**src/dcpwm_pkg.sv**
```systemverilog
// constants, field positions and enumerations of the dual-channel pwm unit
// assumes an 8-bit register port and one system clock shared by all files

package dcpwm_pkg;

  // ----------------------------------------------------------------
  // widths
  // ----------------------------------------------------------------
  localparam int unsigned DATA_W = 8;
  localparam int unsigned ADDR_W = 4;

  // ----------------------------------------------------------------
  // register offsets
  // ----------------------------------------------------------------
  localparam logic [ADDR_W-1:0] REG_CMP0   = 4'h0;
  localparam logic [ADDR_W-1:0] REG_CTRL_A = 4'h2;
  localparam logic [ADDR_W-1:0] REG_CTRL_C = 4'h3;
  localparam logic [ADDR_W-1:0] REG_COUNT  = 4'h4;
  localparam logic [ADDR_W-1:0] REG_STATUS = 4'h5;

  // ----------------------------------------------------------------
  // field positions and reset values
  // ----------------------------------------------------------------
  localparam int unsigned CTRLA_RUN_BIT = 7;
  localparam int unsigned CTRLA_CLR_BIT = 6;
  localparam int unsigned CTRLA_OE_LSB  = 0;
  localparam int unsigned CTRLC_SRC_LSB = 0;
  localparam int unsigned CTRLC_PRE_LSB = 2;
  localparam int unsigned STAT_LVL_LSB  = 0;
  localparam int unsigned STAT_RUN_BIT  = 2;
  localparam int unsigned STAT_ICP_BIT  = 3;
  localparam logic [DATA_W-1:0] RST_BYTE = 8'h00;

  // ----------------------------------------------------------------
  // tick source and prescale encodings
  // ----------------------------------------------------------------
  typedef enum logic [1:0] {
    SRC_CPU  = 2'b00,
    SRC_T0   = 2'b01,
    SRC_T1   = 2'b10,
    SRC_NONE = 2'b11
  } dcpwm_src_t;

  typedef enum logic [1:0] {
    PRE_DIV1 = 2'b00,
    PRE_DIV2 = 2'b01,
    PRE_DIV4 = 2'b10,
    PRE_DIV8 = 2'b11
  } dcpwm_pre_t;

endpackage

```
**src/dcpwm_channel.sv**
```systemverilog
// output level of one pwm channel, compared against the shared counter
// assumes counter and compare value are registers on clk_sys_i
`timescale 1ns/100ps

module dcpwm_channel import dcpwm_pkg::*; #(
  parameter int unsigned CNT_W = 8
) (
  input  wire logic             clk_sys_i,
  input  wire logic             srst_i,
  input  wire logic             ce_i,
  input  wire logic             run_i,
  input  wire logic [CNT_W-1:0] cnt_i,
  input  wire logic [CNT_W-1:0] cmp_i,
  input  wire logic             rst_level_i,
  output logic                  level_o
);

  localparam logic [CNT_W-1:0] CMP_ONES = {CNT_W{1'b1}};

  typedef struct packed {
    logic level;
  } dcpwm_ch_st_t;

  dcpwm_ch_st_t q, d;

  // ----------------------------------------------------------------
  // level: high below the compare value, low from it to the top; compare 0 holds it high, all ones holds it low
  // ----------------------------------------------------------------
  always_comb begin
    d = q;
    if (srst_i) begin
      d.level = rst_level_i;
    end else if (run_i) begin
      if (cmp_i == '0) begin
        d.level = 1'b1;
      end else if (cmp_i == CMP_ONES) begin
        d.level = 1'b0;
      end else begin
        // low from cnt == cmp up to the top, high again after wrap
        d.level = (cnt_i < cmp_i);
      end
    end
    // idle: level frozen where it was
  end

  always_ff @(posedge clk_sys_i) begin
    if (srst_i || ce_i) begin
      q <= d;
    end
  end

  assign level_o = q.level;

endmodule

```
**src/dcpwm_prescaler.sv**
```systemverilog
// tick source selection and prescaler of the pwm counter
// assumes timer overflow inputs are one-cycle pulses on clk_sys_i
`timescale 1ns/100ps

module dcpwm_prescaler import dcpwm_pkg::*; #(
  parameter int unsigned PRE_W = 3
) (
  input  wire logic       clk_sys_i,
  input  wire logic       srst_i,
  input  wire logic       ce_i,
  input  wire logic       run_i,
  input  wire dcpwm_src_t src_i,
  input  wire dcpwm_pre_t pre_i,
  input  wire logic       tmr0_ovf_i,
  input  wire logic       tmr1_ovf_i,
  output logic            tick_o
);

  // ----------------------------------------------------------------
  // parameter check
  // ----------------------------------------------------------------
  if (PRE_W < 3) begin : g_chk
    $error("prescaler counter too narrow for divide by 8");
  end

  typedef struct packed {
    logic [PRE_W-1:0] div;
    logic             tick;
  } dcpwm_pre_st_t;

  dcpwm_pre_st_t q, d;

  // last count value before a tick, per prescale setting
  function automatic logic [PRE_W-1:0] div_limit(input dcpwm_pre_t p);
    case (p)
      PRE_DIV1: div_limit = PRE_W'(0);
      PRE_DIV2: div_limit = PRE_W'(1);
      PRE_DIV4: div_limit = PRE_W'(3);
      default:  div_limit = PRE_W'(7);
    endcase
  endfunction

  // ----------------------------------------------------------------
  // next state
  // ----------------------------------------------------------------
  always_comb begin
    logic pulse;
    pulse = 1'b0;
    d = q;
    d.tick = 1'b0;
    case (src_i)
      SRC_CPU: pulse = 1'b1;
      SRC_T0:  pulse = tmr0_ovf_i;
      SRC_T1:  pulse = tmr1_ovf_i;
      default: pulse = 1'b0;
    endcase
    // a halted unit keeps its partial count so a restart is seamless
    if (run_i && pulse) begin
      if (q.div >= div_limit(pre_i)) begin
        d.div  = '0;
        d.tick = 1'b1;
      end else begin
        d.div = q.div + 1'b1;
      end
    end
    if (srst_i) begin
      d = '0;
    end
  end

  // reset acts even while the clock enable is low
  always_ff @(posedge clk_sys_i) begin
    if (srst_i || ce_i) begin
      q <= d;
    end
  end

  assign tick_o = q.tick;

endmodule

```
**src/dcpwm_top.sv**
```systemverilog
// dual-channel pwm unit: registers, shared counter, compare buffers, pin steering
// assumes a same-clock register master and same-clock timer overflow pulses;
// the strap and programming-mode inputs are pins and are synchronised here
`timescale 1ns/100ps

module dcpwm_top import dcpwm_pkg::*; #(
  parameter int unsigned CNT_W  = 8,
  parameter int unsigned NUM_CH = 2
) (
  input  wire logic              clk_sys_i,
  input  wire logic              srst_i,
  input  wire logic              ce_i,
  input  wire logic [ADDR_W-1:0] addr_i,
  input  wire logic [DATA_W-1:0] wr_data_i,
  input  wire logic              wr_en_i,
  input  wire logic              rd_en_i,
  output logic      [DATA_W-1:0] rd_data_o,
  input  wire logic              tmr0_ovf_i,
  input  wire logic              tmr1_ovf_i,
  input  wire logic              reset_output_level_cfg_i,
  input  wire logic              serial_programming_mode_i,
  input  wire logic [NUM_CH-1:0] port_data_i,
  input  wire logic [NUM_CH-1:0] port_oe_i,
  output logic      [NUM_CH-1:0] pin_o,
  output logic      [NUM_CH-1:0] pin_oe_o
);

  // ----------------------------------------------------------------
  // parameter checks
  // ----------------------------------------------------------------
  if (CNT_W < 2 || CNT_W > DATA_W) begin : g_chk_cnt
    $error("counter width must lie between 2 and the data width");
  end
  if (NUM_CH < 1 || NUM_CH > 2) begin : g_chk_ch
    $error("one or two channels are supported");
  end

  localparam logic [CNT_W-1:0] CNT_MAX = {CNT_W{1'b1}};

  typedef struct packed {
    logic [NUM_CH-1:0][CNT_W-1:0] cmp_sw;
    logic [NUM_CH-1:0][CNT_W-1:0] cmp_buf;
    logic [CNT_W-1:0]             cnt;
    logic                         run;
    logic [NUM_CH-1:0]            oe;
    dcpwm_src_t                   src;
    dcpwm_pre_t                   pre;
    logic                         icp_s1;
    logic                         icp_s2;
    logic                         lvl_s1;
    logic                         lvl_s2;
    logic [DATA_W-1:0]            rd_data;
    logic [NUM_CH-1:0]            pin;
    logic [NUM_CH-1:0]            pin_oe;
  } dcpwm_top_st_t;

  dcpwm_top_st_t     q, d;
  logic              tick;
  logic [NUM_CH-1:0] lvl;

  // address match, used by both the write and the read decode
  function automatic logic reg_hit(input logic [ADDR_W-1:0] a,
                                   input logic [ADDR_W-1:0] off);
    reg_hit = (a == off);
  endfunction

  function automatic logic [ADDR_W-1:0] cmp_off(input int unsigned ch);
    cmp_off = REG_CMP0 + ADDR_W'(ch);
  endfunction

  // ----------------------------------------------------------------
  // tick source and prescaler
  // ----------------------------------------------------------------
  dcpwm_prescaler #(
    .PRE_W (3)
  ) u_pre (
    .clk_sys_i  (clk_sys_i),
    .srst_i     (srst_i),
    .ce_i       (ce_i),
    .run_i      (q.run),
    .src_i      (q.src),
    .pre_i      (q.pre),
    .tmr0_ovf_i (tmr0_ovf_i),
    .tmr1_ovf_i (tmr1_ovf_i),
    .tick_o     (tick)
  );

  // ----------------------------------------------------------------
  // channels
  // ----------------------------------------------------------------
  for (genvar gi = 0; gi < NUM_CH; gi++) begin : g_ch
    dcpwm_channel #(
      .CNT_W (CNT_W)
    ) u_ch (
      .clk_sys_i   (clk_sys_i),
      .srst_i      (srst_i),
      .ce_i        (ce_i),
      .run_i       (q.run),
      .cnt_i       (q.cnt),
      .cmp_i       (q.cmp_buf[gi]),
      .rst_level_i (q.lvl_s2),
      .level_o     (lvl[gi])
    );
  end

  // ----------------------------------------------------------------
  // next state: register port, counter, buffers, pins
  // ----------------------------------------------------------------
  always_comb begin
    logic clr_wr;
    logic step;
    clr_wr = 1'b0;
    step   = 1'b0;
    d = q;
    // pin synchronisers, first stage read by the second only
    d.icp_s1 = serial_programming_mode_i;
    d.icp_s2 = q.icp_s1;
    d.lvl_s1 = reset_output_level_cfg_i;
    d.lvl_s2 = q.lvl_s1;

    // register writes
    if (wr_en_i) begin
      for (int unsigned i = 0; i < NUM_CH; i++) begin
        if (reg_hit(addr_i, cmp_off(i))) begin
          d.cmp_sw[i] = wr_data_i[CNT_W-1:0];
        end
      end
      if (reg_hit(addr_i, REG_CTRL_A)) begin
        d.run  = wr_data_i[CTRLA_RUN_BIT];
        d.oe   = wr_data_i[CTRLA_OE_LSB +: NUM_CH];
        clr_wr = wr_data_i[CTRLA_CLR_BIT];
      end
      if (reg_hit(addr_i, REG_CTRL_C)) begin
        d.src = dcpwm_src_t'(wr_data_i[CTRLC_SRC_LSB +: 2]);
        d.pre = dcpwm_pre_t'(wr_data_i[CTRLC_PRE_LSB +: 2]);
      end
    end

    // shared counter; a clear wins over a tick in the same cycle
    step = q.run && tick;
    if (clr_wr) begin
      d.cnt = '0;
    end else if (step) begin
      d.cnt = q.cnt + 1'b1;
    end
    // new compare values at every tick from the top count, even when a clear wins that cycle
    if (step && (q.cnt == CNT_MAX)) begin
      d.cmp_buf = q.cmp_sw;
    end

    // register reads; data stand one cycle after the strobe only
    d.rd_data = RST_BYTE;
    if (rd_en_i) begin
      for (int unsigned i = 0; i < NUM_CH; i++) begin
        if (reg_hit(addr_i, cmp_off(i))) begin
          d.rd_data = DATA_W'(q.cmp_sw[i]);
        end
      end
      if (reg_hit(addr_i, REG_CTRL_A)) begin
        d.rd_data[CTRLA_RUN_BIT]             = q.run;
        d.rd_data[CTRLA_OE_LSB +: NUM_CH]    = q.oe;
      end
      if (reg_hit(addr_i, REG_CTRL_C)) begin
        d.rd_data[CTRLC_SRC_LSB +: 2] = q.src;
        d.rd_data[CTRLC_PRE_LSB +: 2] = q.pre;
      end
      if (reg_hit(addr_i, REG_COUNT)) begin
        d.rd_data = DATA_W'(q.cnt);
      end
      if (reg_hit(addr_i, REG_STATUS)) begin
        d.rd_data[STAT_LVL_LSB +: NUM_CH] = lvl;
        d.rd_data[STAT_RUN_BIT]           = q.run;
        d.rd_data[STAT_ICP_BIT]           = q.icp_s2;
      end
    end

    // pin steering: programming mode floats every pulse pin
    for (int unsigned i = 0; i < NUM_CH; i++) begin
      if (q.icp_s2) begin
        d.pin[i]    = 1'b0;
        d.pin_oe[i] = 1'b0;
      end else if (q.oe[i]) begin
        d.pin[i]    = lvl[i];
        d.pin_oe[i] = 1'b1;
      end else begin
        d.pin[i]    = port_data_i[i];
        d.pin_oe[i] = port_oe_i[i];
      end
    end

    // synchronous reset; synchronisers keep sampling meanwhile
    if (srst_i) begin
      d.cmp_sw  = '0;
      d.cmp_buf = '0;
      d.cnt     = '0;
      d.run     = 1'b0;
      d.oe      = '0;
      d.src     = SRC_CPU;
      d.pre     = PRE_DIV1;
      d.rd_data = RST_BYTE;
      d.pin     = '0;
      d.pin_oe  = '0;
    end
  end

  // reset acts even while the clock enable is low
  always_ff @(posedge clk_sys_i) begin
    if (srst_i || ce_i) begin
      q <= d;
    end
  end

  assign rd_data_o = q.rd_data;
  assign pin_o     = q.pin;
  assign pin_oe_o  = q.pin_oe;

  logic clr_now;
  logic wrap_now;
  assign clr_now  = wr_en_i && reg_hit(addr_i, REG_CTRL_A) && wr_data_i[CTRLA_CLR_BIT];
  assign wrap_now = ce_i && q.run && tick && !clr_now && (q.cnt == CNT_MAX);
endmodule

```
**config.mk**
```make
export PLATFORM = sky130hd
export DESIGN_NAME = dcpwm_top
export DESIGN_NICKNAME = d
export VERILOG_FILES = /design/src/dcpwm_pkg.sv /design/src/dcpwm_channel.sv /design/src/dcpwm_prescaler.sv /design/src/dcpwm_top.sv
export SDC_FILE = /design/constraint.sdc
export NUM_CORES = 1
export LEC_CHECK = 0
export ABC_AREA = 1
export BUFFER_PORTS_ARGS = -buffer_cell sky130_fd_sc_hd__buf_4
export CAP_MARGIN = 15
export CORE_AREA = 4 4 126 128
export CTS_CLUSTER_SIZE = 28
export DETAILED_ROUTE_END_ITERATION = 10
export DIE_AREA = 0 0 130 132
export PLACE_DENSITY_LB_ADDON = 0.08
export SYNTH_ARGS = -nofsm -noshare
export SYNTH_HDL_FRONTEND = slang
export SYNTH_SLANG_ARGS = --single-unit
```
**constraint.sdc**
```tcl
create_clock -name clk_sys_i -period 2.3 [get_ports clk_sys_i]
set_clock_uncertainty 0.05 [all_clocks]
set_input_delay 0.115 -clock clk_sys_i [delete_from_list [all_inputs] [get_ports clk_sys_i]]
set_output_delay 0.115 -clock clk_sys_i [all_outputs]
set_load 0.01 [all_outputs]
```
# Word-level counts from Yosys, hierarchy flattened
# Cells that the tools add are included.
# word_totals
regBits	69
inputBits	25
word_cells	104
out_inout_bits	12
# classes
bitwise_logic	2
n_reduce_logical	30
order_cmp	3
add_sub_neg	2
n_eq_ne	12
n_mux	35
# ops
operator	n
$mux W8	6
$mux W16	2
$eq A8 B8 Y1 const B	3
$logic_not A8 Y1	2
$lt A8 B8 Y1	2
$mux W1	16
$mux W4	4
$reduce_bool A2 Y1	8
$reduce_and A3 Y1	4
$mux W3	3
$pmux W3 S3	1
$add A8 B1 Y8 const B	1
$eq A4 B2 Y1 const B	2
$eq A4 B3 Y1 const B	2
$reduce_and A2 Y1	4
$reduce_or A2 Y1	4
$mux W7	1
$eq A2 B1 Y1 const B	2
$eq A2 B2 Y1 const B	2
$eq A4 B1 Y1 const B	1
$logic_not A2 Y1	2
$logic_not A4 Y1	1
$add A3 B1 Y3 const B	1
$ge A3 B3 Y1	1
other kinds (6)	9

# Depth between registers and ports, before layout
# logic_depth
depth_word	7
depth_mapped	11
ltp_nobuf	11

# Modules after synthesis
# Synthesis repeated with hierarchy kept, for this count alone.
# unflattened
cells_unflattened	410
hier_area_um2	3767.4
# by_module_without_submodules
mod	n_inst	seq_area_each_um2	area_per_inst_um2	cells_per_inst
dcpwm_top	1	1891.8	2824.0	261
dcpwm_channel	2	30.0	309.0	54
dcpwm_prescaler	1	120.1	325.3	41

# Worst setup path after synthesis
# Ideal clock, no wire load.
# synth_path
path_kind	register -> register
from	reg q[24] (netlist bit)
to	reg q[31] (netlist bit) (enable)
arrival_ns	1.297
synth_period_minus_slack_ns	1.686
setup_time_ns	0.339
path_buffers	0
stages_incl_launch_ff	7
required_time_ns	1.911
path_slack_ns	0.614
cell_sequence	edfxtp_1 > ha_1 > nand3_1 > nor2_1 > inv_1 > nor2_1 > a31o_2
# synth_via
elab_chain_cells	4
# synth_lines
item	line_no	text
start: declaration	dcpwm_top.sv:57	dcpwm_top_st_t q, d;
start signal: assignment	dcpwm_top.sv:209	q <= d;
$eq A8 B8 Y1	--	
$logic_and A1 B1 Y1	dcpwm_top.sv:147	if (step && (q.cnt == CNT_MAX)) begin
$reduce_bool A2 Y1 (no source line)	--	
$reduce_and A2 Y1 (no source line)	--	
# No other way between the ends.
# A chain may end at the register's enable or synchronous reset.

# Worst setup path after layout
# layout_path
from	reg q[24] (netlist bit)
to	reg q[44] (netlist bit) (enable)
# Same word-level chain as after synthesis.

==> qor.txt <==
area of the multi-input gates - 0.001216 mm2
CP most frequent cell - nor2_1
worst vdd ir - 0.0002197 V
largest net degree at the start of global routing - 30
HPWL after DPL - 7.139 mm
initial antenna violation count - 0
setup TNS - 0 ns
number of global-route vias before repair - 2631
CORE AREA - 0.01486 mm2
Final Core Density - 29.46%
pwr/cell area - 749.2 mW/mm2
Post-Place Worst Slack - 0.3485 ns
DIE WIDTH - 130 um
FF+latch area - 0.002072 mm2
TritonCTS Buffers - 9
drt first pass iters - 4
Antenna Cells - 0
fraction of layout cells with a size suffix above 1 - 16.31%
Worst EP arrival - 1.87 ns
hold crit path type - in -> reg
status - completed
Critical Path Slowest Stage Cell - a31o_2
max-cap violations - 0
crit path max fanout - 16
critical path cell sequence - ha_1 > nand3_1 > nor2_1 > inv_1 > nor2_1 > a31o_2
synthesized instance count - 382
slew margin rel. - 67.79%
Clk pin slew, worst setup/hold paths - 0.06 ns
number of remaining DRC errors - 0
post-synthesis register bit count - 69
register area share after synthesis - 56.79%
via density per instance - 4.142
CP Launch Type - flop
post-synth cell types - 32
worst-skew pair later-pin latency - 0.33 ns
Num Clock Sinks - 69
reg2reg path depth - 6
routability cong. - 0.7465
worst-case clock buffer depth - 2
WL final - 9.095 mm
DIE HEIGHT - 132 um
Initial Utilization - 24.55%
Final Max Tran Viols - 0
IO buf count - 36
hold depth - 3
Hold WS - 0.03019 ns
Crit. End Element - flop
cell leakage power - 1.948 nW
die area - 0.01716 mm2
Clock Tree Root - clkbuf_16
final setup fails - 0
synthesized area - 0.003648 mm2
Final min period - 1.936 ns
yosys warns - 0
critical path class - reg -> reg
cell total after placement - 594
Post-Syn Area per Cell - 9.551 um2
FF-to-FF Start - q[24]$_SDFFCE_PN0P_
Worst Max-Slew Pin Slew - 0.4782 ns
I/O Pins - 37
CTS tree - done
CP peak stage delay - 0.45 ns
final hold vios - 0
final worst path period share - 84.18%
All-Layer GR Usage - 11.52%
first-pass GRT wire length - 14.70 mm
instance count on the critical path - 6
worst hold start - port_oe_i[1]
CP required - 2.23 ns
area delta synth->final - 20.03%
DRT iter0 DRCs - 131
RSZ-0062 raised after global routing - no
syn nets - 426
gr ovfl total - 0
# H-tree levels - 3
Crit path max-delay family - compound AO/OA/AOI/OAI gates
CP Buf/Inv Count - 1
row cnt - 45
fin nets - 463
DRT antenna net count - 0
drt wl/cell - 14.89 um
Layout Cells excl Fill - 611
Fmax achieved - 0.5165 GHz
final worst slack - 0.3638 ns
DR vias - 2531
Setup crit start - q[24]$_SDFFCE_PN0P_
fill count - 1603
-- state kept, by name, summed over array words and instances (netlist names) --
name and flops:
q 49, g_ch.u_ch.level_o 2, rd_data_o 8, pin_o 2
pin_oe_o 2, u_pre.tick_o 1, u_pre.q 3, d 2
-- what timing repair did --
item	CTS	global route
hold endpoints to repair	2	0
hold buffers	2	0
endpoints found under the setup margin	0	0
resized for setup	0	0
setup buffers	0	0
-- cells in the final DEF, fill, tap and decap left out, drive strengths merged --
cell,instances
nor3,7
a211oi,2
clkinv,5
nand4,3
o221ai,2
a21boi,1
and3,1
o22ai,4
o21ai,11
bufinv,1
nand2,77
o211ai,1
ha,19
dlygate4sd3,2
a21oi,9
a31o,1
xnor2,2
inv,68
nor2,66
xor2,1
nor3b,1
nand3,12
nor4,4
o31ai,2
or2,3
clkbuf,9
buf,40
edfxtp,69
-- cells in the mapped netlist, drive strengths merged --
| cell type | n | share of area [%] |
|---|---|---|
| nor4 | 4 | 0.69 |
| ha | 19 | 6.5 |
| inv | 68 | 7.0 |
| o211ai | 1 | 0.21 |
| a31o | 1 | 0.24 |
| edfxtp | 69 | 57 |
| o22ai | 4 | 0.69 |
| a211oi | 2 | 0.41 |
| clkbuf | 3 | 0.31 |
| or2 | 3 | 0.51 |
| nand3 | 12 | 1.8 |
| nand4 | 3 | 0.51 |
| nor3 | 7 | 0.96 |
| and3 | 1 | 0.17 |
| buf | 13 | 2.6 |
| o21ai | 11 | 1.5 |
| xor2 | 1 | 0.24 |
| nor3b | 1 | 0.21 |
| nand2 | 77 | 8.4 |
| nor2 | 66 | 7.5 |
| xnor2 | 2 | 0.48 |
| a21boi | 1 | 0.21 |
| a21oi | 9 | 1.2 |
| o221ai | 2 | 0.48 |
| o31ai | 2 | 0.41 |
-- where the power goes --
group	switching [mW]	total (mW)	internal [mW]	leakage, nW
combinational	0.231	0.384	0.153	1.10
sequential	0.0694	1.57	1.51	0.704
clock	0.500	1.32	0.822	0.145
-- stage by stage --
| stage | cell area [um2] | total power, mW |
|---|---|---|
| global placement | 4079 | 1.991 |
| CTS | 4379 | 3.329 |
| detailed placement | 4079 | 1.992 |
| finish | 4379 | 3.281 |
| global route | 4379 | 3.465 |
| floorplan | 3649 | 1.833 |
-- logic make-up (layout without fill, tap and decap cells) --
| group | after synthesis | count (layout) | share of synthesized area (%) |
|---|---|---|---|
| AO/OA/AOI/OAI | 33 | 33 | 5.384 |
| XOR/XNOR | 3 | 3 | 0.7203 |
| adder cells (fa/ha/maj) | 19 | 19 | 6.516 |
| buffers and inverters | 84 | 125 | 9.877 |
| flip-flops | 69 | 69 | 56.79 |
| AND/OR/NAND/NOR | 174 | 174 | 20.71 |
-- per-layer routing --
metal | wire (um) | share of wire (%) | GRT usage (%)
met5 | 0 | 0 | 0
met2 | 4146 | 46 | 17.39
met3 | 278 | 3.1 | 2.472
met1 | 4496 | 49 | 16.00
met4 | 173 | 1.9 | 4.677
-- worst reg2reg max path, delay by kind of cell, from the launching register on --
family          cells  cell delay (ns)
fa+ha+maj           1             0.21
buf+inv             1             0.07
flops               1             0.42
simple gates        3             0.38
compound gates      1             0.46
-- layout make-up --
cell class                      count  share of cell area (%)
Timing Repair Buffer               42                   7.314
Tap cell                          188                   5.371
Clock buffer                        9                   5.143
Clock inverter                      6                   1.257
Multi-Input combinational cell    229                   27.77
Sequential cell                    69                   47.31
Inverter                           68                   5.829
-- path summary, 6_finish.rpt --
path	to	slack (ns)
worst max register to register	q[44]$_SDFFCE_PP0P_	0.36
worst min register to register	q[12]$_DFFE_PP_	0.37
worst max-delay path	q[44]$_SDFFCE_PP0P_	0.36
worst min-delay path	pin_oe_o[1]$_SDFFCE_PP0P_	0.03
(Power assumes the default switching activity.)
